`config.mk`:
```
export PLATFORM = sky130hd
export DESIGN_NAME = lpc_clock_ctrl
export DESIGN_NICKNAME = d
export VERILOG_FILES = /design/src/pkg/lpc_pkg.sv /design/src/hdl/lpc_clock_ctrl.sv
export VERILOG_INCLUDE_DIRS = /design/src /design/src/pkg
export SDC_FILE = /design/constraint.sdc
export NUM_CORES = 1
export LEC_CHECK = 0
export BUFFER_PORTS_ARGS = -buffer_cell sky130_fd_sc_hd__buf_2
export CORE_MARGIN = 5
export CORE_UTILIZATION = 60
export CTS_CLUSTER_SIZE = 24
export DETAILED_ROUTE_END_ITERATION = 10
export PLACE_DENSITY = 0.84
export SYNTH_ARGS = -nofsm -noshare
export SYNTH_HDL_FRONTEND = slang
export SYNTH_SLANG_ARGS = --single-unit
```
`constraint.sdc`:
```
create_clock -name MCLK_I -period 3.2 [get_ports MCLK_I]
set_input_delay 0.16 -clock MCLK_I [delete_from_list [all_inputs] [get_ports MCLK_I]]
set_output_delay 0.16 -clock MCLK_I [all_outputs]
set_load 0.1 [all_outputs]
```
`src/pkg/lpc_defs.svh`:
```
`ifndef LPC_DEFS_SVH
`define LPC_DEFS_SVH
// ----------------------------------------
// register offsets
// ----------------------------------------
`define LPC_ADR_FRAME   6'h0C
`define LPC_ADR_MODE    6'h20
`define LPC_ADR_RAM     6'h21
`define LPC_ADR_SEL1    6'h29
`define LPC_ADR_SEL2    6'h2A
// ----------------------------------------
// field positions
// ----------------------------------------
`define LPC_BIT_LOWSPD  0
`define LPC_BIT_DIRECT  3
`define LPC_BIT_RAMOK   3
`define LPC_BIT_HALT32  3
`define LPC_BIT_SUBDIV  2
// ----------------------------------------
// reset values
// ----------------------------------------
`define LPC_RST_SEL1    4'h0
`define LPC_RST_FREQ    2'h0
`define LPC_RST_FRAME   2'h0
`define LPC_DIV_4       2'h0
`define LPC_DIV_32      2'h3
// ----------------------------------------
// timing counts
// ----------------------------------------
// frame lengths in sub clock ticks
`define LPC_FRAME_T0    10'h008
`define LPC_FRAME_T1    10'h040
`define LPC_FRAME_T2    10'h200
`define LPC_CLK_MHZ     200
`define LPC_SETTLE_US   20
`define LPC_SETTLE_CYC  (`LPC_SETTLE_US * `LPC_CLK_MHZ)
// strap reload span, covers the pin synchroniser
`define LPC_STRAP_CYC   2'h3
`endif

```
`src/pkg/lpc_pkg.sv`:
```
package lpc_pkg;
	// operating modes, one-hot
	typedef enum logic [4:0] {
		LPC_ACTIVE  = 5'h01,
		LPC_STANDBY = 5'h02,
		LPC_WATCH   = 5'h04,
		LPC_STOP    = 5'h08,
		LPC_SUBACT  = 5'h10
	} lpc_mode_t;
endpackage

```
`src/hdl/lpc_clock_ctrl.sv`:
```
// Summary of operation
// subactive runs on sub clock, tone off
// subactive cycle set by sub divider bit
// software changes sub divider only when active; sel1 writes are taken in any mode
// stop/standby in subactive picks watch or active
// frame strobe from sub time base, length selectable
// slow-mode interrupts issued on frame strobe
// wake edge counts at second strobe after
// wake levels must exceed one frame
// direct transfer: clear low speed, set direct
// direct flag set only subactive, cleared active
// direct transition exceeds settle, below frame+settle
// stop release enters active, fetch from zero
// ram valid zero after reset, one after release
// reset cancels all, release input only in stop
// asynchronous reset pin resets in any mode
// stop/standby becomes nop with pending unmasked flag
// halt bit stops 32k oscillator in stop
// sub clock divide by eight or four
// frequency bits must match fitted oscillator
// divider bits pick quarter to thirty-second
// divider takes effect on entering watch
// strap pin sets divider after reset/release
// watch wake goes active or subactive by flag
// five-state mode machine, reset forces active
//
// Implementation choice: strobed register access.
`include "lpc_defs.svh"
module lpc_clock_ctrl #(
	parameter int unsigned SETTLE_CYC = `LPC_SETTLE_CYC
) (
	// clock and reset
	input  wire logic       MCLK_I,
	input  wire logic       RST_I,
	// device pins, asynchronous
	input  wire logic       RESET_PIN_N_I,
	input  wire logic       HALT_RELEASE_N_I,
	input  wire logic       WAKE_N_I,
	input  wire logic       DIV_STRAP_I,
	input  wire logic       SUB_CLK_I,
	// core side
	input  wire logic       STOP_INSTR_I,
	input  wire logic       STANDBY_INSTR_I,
	input  wire logic       WATCH_ON_STOP_I,
	input  wire logic       GIE_I,
	input  wire logic       IRQ_PEND_I,
	input  wire logic       TIMERA_OVF_I,
	// register port
	input  wire logic [5:0] ADDR_I,
	input  wire logic [3:0] WDATA_I,
	input  wire logic       WR_I,
	input  wire logic       RD_I,
	output logic      [3:0] RDATA_O,
	// mode and clock controls
	output logic      [4:0] MODE_O,
	output logic            MAIN_OSC_EN_O,
	output logic            SUB_OSC_EN_O,
	output logic            CPU_RUN_O,
	output logic            TONE_EN_O,
	output logic      [1:0] CORE_DIV_O,
	output logic      [3:0] MAIN_FREQ_O,
	output logic            SUB_DIV4_O,
	// events
	output logic            FRAME_STROBE_O,
	output logic            TIMERA_IRQ_O,
	output logic            WAKE_IRQ_O,
	output logic            FETCH_ZERO_O,
	output logic            INSTR_NOP_O,
	output logic            RAM_VALID_O
);
	localparam int SW = $clog2(SETTLE_CYC + 1);
	localparam logic [SW-1:0] SETTLE_END = SW'(SETTLE_CYC);

	// ----------------------------------------
	// pin synchronisers
	// ----------------------------------------
	logic [4:0] pin_raw;   // sub clk, strap, wake, halt, reset
	logic [4:0] pin_s1;    // first stage, read by s2 only
	logic [4:0] pin_s2;    // safe to use
	logic [4:0] pin_s3;    // edge history
	localparam logic [4:0] PIN_RST = 5'h0F;
	assign pin_raw = {SUB_CLK_I, DIV_STRAP_I, WAKE_N_I,
		HALT_RELEASE_N_I, RESET_PIN_N_I};

	// one chain per pin
	genvar gi;
	generate
		for (gi = 0; gi < 5; gi++) begin : g_sync
			always_ff @(posedge MCLK_I) begin
				if (RST_I) begin
					pin_s1[gi] <= PIN_RST[gi];
					pin_s2[gi] <= PIN_RST[gi];
					pin_s3[gi] <= PIN_RST[gi];
				end else begin
					pin_s1[gi] <= pin_raw[gi];
					pin_s2[gi] <= pin_s1[gi];
					pin_s3[gi] <= pin_s2[gi];
				end
			end
		end
	endgenerate

	// pin reset joins the system reset
	wire hard_rst  = RST_I | ~pin_s2[0];
	wire halt_low  = ~pin_s2[1];
	wire wake_fall = ~pin_s2[2] & pin_s3[2];
	wire strap_hi  = pin_s2[3];
	wire sub_tick  = pin_s2[4] & ~pin_s3[4];

	// ----------------------------------------
	// state
	// ----------------------------------------
	lpc_pkg::lpc_mode_t mode;       // current mode
	lpc_pkg::lpc_mode_t next_mode;
	logic          low_speed;       // mode flag bit 0
	logic          direct;          // mode flag bit 3
	logic    [1:0] frame_sel;       // frame length select
	logic    [3:0] sel1;            // first clock select
	logic    [1:0] freq_ab;         // frequency bits, second reg
	logic    [1:0] div_pend;        // written divider
	logic    [1:0] div_eff;         // divider in use
	logic          ram_valid;
	logic    [1:0] strap_cnt;       // strap reload window
	logic    [9:0] frame_cnt;       // sub ticks in frame
	logic          settling;        // oscillator settle running
	logic [SW-1:0] settle_cnt;
	logic          dt_wait;         // direct move waits strobe
	logic          ta_pend;         // timer A overflow held
	logic    [1:0] wk_cnt;          // strobes left for wake
	logic          go_settle;
	logic          div_apply;
	logic          stop_release;
	logic          nop_pulse;
	logic          enter_dt;

	// ----------------------------------------
	// decodes
	// ----------------------------------------
	wire in_act   = (mode == lpc_pkg::LPC_ACTIVE);
	wire in_watch = (mode == lpc_pkg::LPC_WATCH);
	wire in_stop  = (mode == lpc_pkg::LPC_STOP);
	wire in_sub   = (mode == lpc_pkg::LPC_SUBACT);
	wire instr    = STOP_INSTR_I | STANDBY_INSTR_I;
	// pending unmasked flag with interrupts off
	wire nop_cond = ~GIE_I & IRQ_PEND_I;
	wire wr_frame = WR_I & (ADDR_I == `LPC_ADR_FRAME);
	wire wr_mode  = WR_I & (ADDR_I == `LPC_ADR_MODE);
	wire wr_sel1  = WR_I & (ADDR_I == `LPC_ADR_SEL1);
	wire wr_sel2  = WR_I & (ADDR_I == `LPC_ADR_SEL2);
	wire settle_done = settling & (settle_cnt == SETTLE_END);
	wire [1:0] strap_div = strap_hi ? `LPC_DIV_4 : `LPC_DIV_32;

	// ----------------------------------------
	// interrupt frame time base
	// ----------------------------------------
	// three lengths, code 3 reuses the longest
	wire [9:0] frame_len = (frame_sel == 2'h0) ? `LPC_FRAME_T0 :
		(frame_sel == 2'h1) ? `LPC_FRAME_T1 : `LPC_FRAME_T2;
	wire frame_end = sub_tick & (frame_cnt == frame_len - 10'h001);
	// align only in slow modes outside the active move
	wire aligned = (in_watch | in_sub) & ~settling;

	// timer A request released on the strobe
	wire ta_fire = ta_pend & (~aligned | frame_end);
	// second strobe after the wake edge
	wire wk_fire = (wake_fall & ~aligned) |
		((wk_cnt != 2'h0) & (~aligned | (frame_end & wk_cnt == 2'h1)));
	wire wake_evt = ta_fire | wk_fire;

	// ----------------------------------------
	// mode machine
	// ----------------------------------------
	// defaults hold the mode
	always_comb begin
		next_mode    = mode;
		go_settle    = 1'b0;
		div_apply    = 1'b0;
		stop_release = 1'b0;
		nop_pulse    = 1'b0;
		enter_dt     = 1'b0;
		case (mode)
			lpc_pkg::LPC_ACTIVE: begin
				// cancelled instruction
				if (instr & nop_cond) begin
					nop_pulse = 1'b1;
				end else if (STOP_INSTR_I) begin
					next_mode = WATCH_ON_STOP_I ? lpc_pkg::LPC_WATCH : lpc_pkg::LPC_STOP;
					// new divider on watch entry
					div_apply = WATCH_ON_STOP_I;
				end else if (STANDBY_INSTR_I) begin
					next_mode = lpc_pkg::LPC_STANDBY;
				end
			end
			lpc_pkg::LPC_STANDBY: begin
				// any interrupt request resumes
				if (IRQ_PEND_I) begin
					next_mode = lpc_pkg::LPC_ACTIVE;
				end
			end
			lpc_pkg::LPC_WATCH: begin
				// wake target by low speed flag
				if (settle_done) begin
					next_mode = lpc_pkg::LPC_ACTIVE;
				end else if (wake_evt & ~settling) begin
					if (low_speed) begin
						next_mode = lpc_pkg::LPC_SUBACT;
					end else begin
						go_settle = 1'b1;
					end
				end
			end
			lpc_pkg::LPC_STOP: begin
				// release input acts only here
				if (settle_done) begin
					// active from address zero
					next_mode    = lpc_pkg::LPC_ACTIVE;
					stop_release = 1'b1;
				end else if (halt_low & ~settling) begin
					go_settle = 1'b1;
				end
			end
			lpc_pkg::LPC_SUBACT: begin
				if (settle_done) begin
					next_mode = lpc_pkg::LPC_ACTIVE;
				end else if (dt_wait) begin
					// wait strobe, then full settle
					go_settle = frame_end;
				end else if (settling) begin
					next_mode = mode;
				end else if (instr & nop_cond) begin
					nop_pulse = 1'b1;
				end else if (instr) begin
					// direct only with low speed clear
					// direct move when direct is set and low speed is clear
					div_apply = 1'b1;
					if (direct & ~low_speed) begin
						enter_dt = 1'b1;
					end else begin
						next_mode = lpc_pkg::LPC_WATCH;
					end
				end
			end
			default: begin
				next_mode = lpc_pkg::LPC_ACTIVE;
			end
		endcase
	end

	// mode register, reset forces active
	always_ff @(posedge MCLK_I) begin
		if (hard_rst) begin
			mode <= lpc_pkg::LPC_ACTIVE;
		end else begin
			mode <= next_mode;
		end
	end

	// settle counter, one cycle beyond the figure
	always_ff @(posedge MCLK_I) begin
		if (hard_rst | settle_done) begin
			settling   <= 1'b0;
			settle_cnt <= '0;
		end else if (go_settle) begin
			settling   <= 1'b1;
			settle_cnt <= '0;
		end else if (settling) begin
			settle_cnt <= settle_cnt + SW'(1);
		end
	end

	// direct move waiting for the frame strobe
	always_ff @(posedge MCLK_I) begin
		if (hard_rst | go_settle) begin
			dt_wait <= 1'b0;
		end else if (enter_dt) begin
			dt_wait <= 1'b1;
		end
	end

	// frame counter runs in every mode
	always_ff @(posedge MCLK_I) begin
		if (hard_rst | frame_end) begin
			frame_cnt <= 10'h000;
		end else if (sub_tick) begin
			frame_cnt <= frame_cnt + 10'h001;
		end
	end

	// event holders, a new event beats the release
	always_ff @(posedge MCLK_I) begin
		if (hard_rst) begin
			ta_pend <= 1'b0;
			wk_cnt  <= 2'h0;
		end else begin
			ta_pend <= TIMERA_OVF_I | (ta_pend & ~ta_fire);
			if (wake_fall & aligned) begin
				wk_cnt <= 2'h2;
			end else if (wk_fire) begin
				wk_cnt <= 2'h0;
			end else if (frame_end & wk_cnt != 2'h0) begin
				wk_cnt <= wk_cnt - 2'h1;
			end
		end
	end

	// ----------------------------------------
	// software registers
	// ----------------------------------------
	// plain flags and selects
	always_ff @(posedge MCLK_I) begin
		if (hard_rst) begin
			low_speed <= 1'b0;
			frame_sel <= `LPC_RST_FRAME;
			sel1      <= `LPC_RST_SEL1;
			freq_ab   <= `LPC_RST_FREQ;
		end else begin
			if (wr_mode) begin
				low_speed <= WDATA_I[`LPC_BIT_LOWSPD];
			end
			if (wr_frame) begin
				frame_sel <= WDATA_I[1:0];
			end
			// sub divider acts at once
			// frequency code passed out unchanged
			if (wr_sel1) begin
				sel1 <= WDATA_I;
			end
			if (wr_sel2) begin
				freq_ab <= WDATA_I[3:2];
			end
		end
	end

	// direct flag held clear while active
	always_ff @(posedge MCLK_I) begin
		if (hard_rst | in_act) begin
			direct <= 1'b0;
		end else if (wr_mode & in_sub) begin
			direct <= WDATA_I[`LPC_BIT_DIRECT];
		end
	end

	// strap reload after reset and release
	always_ff @(posedge MCLK_I) begin
		if (hard_rst | stop_release) begin
			strap_cnt <= `LPC_STRAP_CYC;
		end else if (strap_cnt != 2'h0) begin
			strap_cnt <= strap_cnt - 2'h1;
		end
	end

	// divider code, R21: applied on watch entry or direct move
	always_ff @(posedge MCLK_I) begin
		if (hard_rst) begin
			div_pend <= `LPC_DIV_4;
			div_eff  <= `LPC_DIV_4;
		end else if (strap_cnt != 2'h0) begin
			div_pend <= strap_div;
			div_eff  <= strap_div;
		end else begin
			if (wr_sel2) begin
				div_pend <= WDATA_I[1:0];
			end
			if (div_apply) begin
				div_eff <= div_pend;
			end
		end
	end

	// ram valid tells release from reset
	always_ff @(posedge MCLK_I) begin
		if (hard_rst) begin
			ram_valid <= 1'b0;
		end else if (stop_release) begin
			ram_valid <= 1'b1;
		end
	end

	// read mux, first select register reads zero
	wire [3:0] rd_mux =
		(ADDR_I == `LPC_ADR_FRAME) ? {2'h0, frame_sel} :
		(ADDR_I == `LPC_ADR_MODE)  ? {direct, 2'h0, low_speed} :
		(ADDR_I == `LPC_ADR_RAM)   ? {ram_valid, 3'h0} :
		(ADDR_I == `LPC_ADR_SEL2)  ? {freq_ab, div_pend} : 4'h0;

	// ----------------------------------------
	// output flops
	// ----------------------------------------
	// tone only in active and standby
	// 32k oscillator may halt in stop
	always_ff @(posedge MCLK_I) begin
		if (hard_rst) begin
			RDATA_O        <= 4'h0;
			MAIN_OSC_EN_O  <= 1'b1;
			SUB_OSC_EN_O   <= 1'b1;
			CPU_RUN_O      <= 1'b1;
			TONE_EN_O      <= 1'b1;
			FRAME_STROBE_O <= 1'b0;
			TIMERA_IRQ_O   <= 1'b0;
			WAKE_IRQ_O     <= 1'b0;
			FETCH_ZERO_O   <= 1'b0;
			INSTR_NOP_O    <= 1'b0;
		end else begin
			RDATA_O        <= RD_I ? rd_mux : 4'h0;
			MAIN_OSC_EN_O  <= in_act | (mode == lpc_pkg::LPC_STANDBY) | settling;
			SUB_OSC_EN_O   <= ~(in_stop & sel1[`LPC_BIT_HALT32]);
			CPU_RUN_O      <= in_act | (in_sub & ~dt_wait & ~settling);
			TONE_EN_O      <= in_act | (mode == lpc_pkg::LPC_STANDBY);
			FRAME_STROBE_O <= frame_end;
			TIMERA_IRQ_O   <= ta_fire;
			WAKE_IRQ_O     <= wk_fire;
			// one-cycle pulse: the strap reload that follows a release must not stretch it
			FETCH_ZERO_O   <= stop_release | ((strap_cnt == `LPC_STRAP_CYC) & ~FETCH_ZERO_O);
			INSTR_NOP_O    <= nop_pulse;
		end
	end

	// sub divider bit sets subactive cycle
	assign SUB_DIV4_O  = sel1[`LPC_BIT_SUBDIV];
	assign MODE_O      = mode;
	assign CORE_DIV_O  = div_eff;
	assign MAIN_FREQ_O = {freq_ab, sel1[1:0]};
	assign RAM_VALID_O = ram_valid;

	// divider may move only on these two causes
	wire div_load = div_apply | (strap_cnt != 2'h0);
endmodule // lpc_clock_ctrl

```
==> results.rst <==
.. list-table::
   :header-rows: 1

   * - Metric
     - Value
   * - Final critical-path required period
     - about 2.0 ns
   * - Final total negative setup slack
     - 0 ns
   * - DPL Wire Length
     - around 5300 um
   * - Layout cells sized above 1
     - 20.9%
   * - Critical Path Fanout Max
     - 12
   * - Die Area
     - around 0.0070 mm^2
   * - Quantity of I/O buffers inserted on ports
     - 50
   * - Final hold violation count
     - 0
   * - Worst path max stage delay
     - 0.37 ns
   * - RD Place Congestion
     - ~0.94
   * - Combinational Power Share
     - 17.2%
   * - Initial antenna violation count
     - 0
   * - Vertical die dimension
     - about 84 um
   * - Worst setup skew after layout
     - 0.00953 ns
   * - Slew at the pin closest to its max-slew limit
     - roughly 1.2 ns
   * - Overall via count from detail_route
     - about 2700
   * - Post-Syn Nets
     - 398
   * - CP Buf/Inv Count
     - 0
   * - Ys async rst share
     - 0%
   * - Number of instances resized during post-cts repair
     - 0
   * - Final-stage net count
     - approximately 450
   * - CP cell instances
     - nor2b_1 > o2111ai_1 > or2_1 > o2111a_1 > nand2_2 > nor2_1
   * - DR WL/cell
     - 14.7 um
   * - Routed WL
     - 7220 um
   * - Cells taking the most area after synthesis
     - sky130_fd_sc_hd__dfxtp_1, sky130_fd_sc_hd__nor2_1, sky130_fd_sc_hd__mux2i_1
   * - FF-to-FF path depth
     - 6
   * - Final number of max-transition violations
     - 0
   * - Number of stages on the worst hold path
     - 2
   * - Final critical-path share of the clock period
     - approximately 62%
   * - Crit path max-delay family
     - simple AND/OR/NAND/NOR gates
   * - Switch share
     - between 20% and 30%
   * - Final Instance Count excl. Fillers
     - approximately 490
   * - Clk Latency, worst-skew pair
     - between 0.3 and 0.4 ns
   * - Number of placed I/O pins
     - just over 50
   * - Part of the total power dissipated in sequential elements
     - 47.9%
   * - Upper clock frequency limit
     - about 500 MHz
   * - Path category of the worst min-delay check
     - in -> reg
   * - Switching power
     - a little over 0.0006 W
   * - Crit path max-delay cell type
     - sky130_fd_sc_hd__nor2b_1
   * - Number of enable flip-flop cells after synthesis
     - 0
   * - Result of the run
     - finished clean
   * - Most common cell in the netlist
     - sky130_fd_sc_hd__dfxtp_1
   * - Power density normalized to cell area
     - about 540 mW/mm^2
   * - Cell count after placement
     - roughly 470
   * - Clock tree root driver cell
     - sky130_fd_sc_hd__clkbuf_8
   * - Leakage Power
     - approximately 1.5 nW
   * - Cell-internal power
     - 0.00144 W
   * - Top FF cell, synth
     - sky130_fd_sc_hd__dfxtp_1
   * - Type of the worst setup path
     - reg -> reg
   * - TritonCTS clock tree
     - built
   * - Peak supply drop
     - 0.000347 V
   * - Pre-Repair DR Iteration Count
     - 4
   * - Number of global-route vias before repair
     - between 2000 and 3000
   * - Clock transition time at the flip-flop clock pins of the worst setup and hold paths
     - 0.07 ns
   * - Warning count from the yosys run
     - 0
   * - Placeable core region
     - about 0.0052 mm^2
   * - Number of register bits inferred by synthesis
     - 74
   * - Post-detailed-route DRC marker count
     - 0
   * - Remaining Overflow, GRT
     - 0
   * - Critical path data required time
     - about 3.4 ns
   * - Detail Route Antenna Nets
     - 0
   * - Number of antenna cells inserted
     - 0
   * - Die boundary width
     - between 80 and 90 um
   * - Critical Path End Type
     - register
   * - CP Data Arrival Time
     - between 2 and 2.5 ns
   * - Crit. path cell count
     - 6
   * - CTS buffer count
     - 9
   * - Cell area after synthesis
     - between 0.003 and 0.004 mm^2
   * - Netlist cell types
     - 57
   * - Clock buffer depth
     - 2
   * - Wire length of the first global-routing pass
     - 12100 um
   * - Unrepaired setup endpoints after global routing
     - false
   * - Critical Path Source Type
     - register
   * - Portion of synthesized cell area occupied by the leading cell type
     - a little under half
   * - Cell count after synthesis
     - about 370
   * - Post-synthesis cell type with the largest combined area
     - sky130_fd_sc_hd__dfxtp_1
   * - Clock H-tree levels
     - 3
   * - Floorplan row count
     - 26
   * - Maximum number of pins on one net before global-route repair
     - 26
   * - Total routing resource utilization after global routing
     - 21.2%
   * - TritonCTS sink count
     - 74
   * - Count of final setup violators
     - 0
   * - Max Cap Viol
     - 0
   * - Iteration-0 DRC Markers
     - ~180
   * - Vias per Instance
     - between 5 and 6
   * - Effective utilization at floorplan
     - a little over three fifths
   * - Remaining max-slew budget at the tightest pin
     - between 20% and 30%
   * - Layout area overhead
     - 15.3%
   * - Portion of total power attributed to the clock network
     - between 30% and 40%
   * - List of most frequent post-synthesis cells
     - sky130_fd_sc_hd__dfxtp_1, sky130_fd_sc_hd__nor2_1, sky130_fd_sc_hd__nand2_1
   * - Share of synthesized area occupied by flip-flops and latches
     - roughly 45%
   * - Mapped Avg Cell Area
     - between 8 and 9 um^2
==> routing by layer <==
metal	vias up	global-route usage (%)	wire [um]
li1	1353	-	-
met1	1272	26.6	3160
met2	83	34.2	3440
met3	16	6.91	505
met4	0	7.31	114
met5	-	0	0
==> path summary, 6_finish.rpt <==
path | end | slack (ns) | startpoint
setup / recovery | settle_cnt[6] | 1.21 | pin_s2[4]
hold / removal | pin_s1[4] | 0.04 | SUB_CLK_I
setup reg to reg | settle_cnt[6] | 1.21 | pin_s2[4]
hold reg to reg | strap_hi | 0.42 | pin_s1[3]
==> cells by family after synthesis <==
kind of cell	count (synthesis)	share of synthesized area (%)
flip-flops	74	45.3
buffers and inverters	28	4.02
XOR/XNOR	24	6.43
AO/OA/AOI/OAI	46	9.79
AND/OR/NAND/NOR	172	27.2
adder cells (fa/ha/maj)	7	2.68
multiplexers	15	4.63
==> flip-flops by register name, indices dropped and copies added (netlist names), 4 cells and up <==
| signal | cells |
|---|---|
| MODE_O | 5 |
| sel1 | 4 |
| RDATA_O | 4 |
| pin_s1 | 5 |
| settle_cnt | 12 |
| frame_cnt | 10 |
| pin_s2 | 4 |
==> area by class of cell <==
type	instances	area [um^2]
clock inverters	3	40.0
repair buffers	55	298
inverters	15	56.3
flip-flops and latches	74	1480
well taps	70	87.6
fillers	413	1430
clock buffers	11	151
multi-input cells	264	1660
==> power by group through the flow <==
stage / Combinational [W] / Clock [W] / Sequential, W
CTS: 0.000352 / 0.000720 / 0.000979
global route: 0.000377 / 0.000765 / 0.000984
floorplan: 0.000140 / 0 / 0.00113
global placement: 0.000339 / 0 / 0.000997
detailed placement: 0.000347 / 0 / 0.00100
finish: 0.000352 / 0.000713 / 0.000979
==> per-stage QoR <==
| step | setup WS [ns] | utilization, % | area (um^2) | total power (W) | hold WS [ns] |
|---|---|---|---|---|---|
| after floorplan | 0.943 | - | 3270 | 0.00127 | 0.232 |
| after global placement | 1.30 | 68.0 | 3540 | 0.00134 | 0.341 |
| after detailed placement | 1.21 | 68.0 | 3540 | 0.00135 | 0.347 |
| after CTS | 1.21 | 72.5 | 3770 | 0.00205 | 0.0282 |
| after global routing | 1.05 | 72.5 | 3770 | 0.00213 | 0.0570 |
| final | 1.21 | 72.5 | 3770 | 0.00204 | 0.0357 |
==> timing repair <==
action / in CTS / in global routing
setup endpoints to repair: 0 / 0
hold buffers: 4 / 0
endpoints found under the hold margin: 4 / 0
buffers inserted: 0 / 0
==> layout by cell type, fill, tap and decap left out, drive strengths merged, types with 3 or more instances in the layout <==
cell type / netlist / routed
or3: 3 / 3
nand2: 30 / 30
ha: 7 / 7
or2: 13 / 13
a21oi: 19 / 19
o21ai: 5 / 5
nor4: 6 / 6
xor2: 12 / 12
xnor2: 12 / 12
nor2: 59 / 59
mux2i: 14 / 14
inv: 15 / 15
and3: 3 / 3
nand3: 11 / 11
nor2b: 10 / 10
buf: 8 / 51
nand2b: 8 / 8
nor3: 9 / 9
dfxtp: 74 / 74
nand4: 7 / 7
a31oi: 3 / 3
clkbuf: 5 / 11
nand3b: 4 / 4
dlygate4sd3: 0 / 4
(Power assumes the default switching activity.)
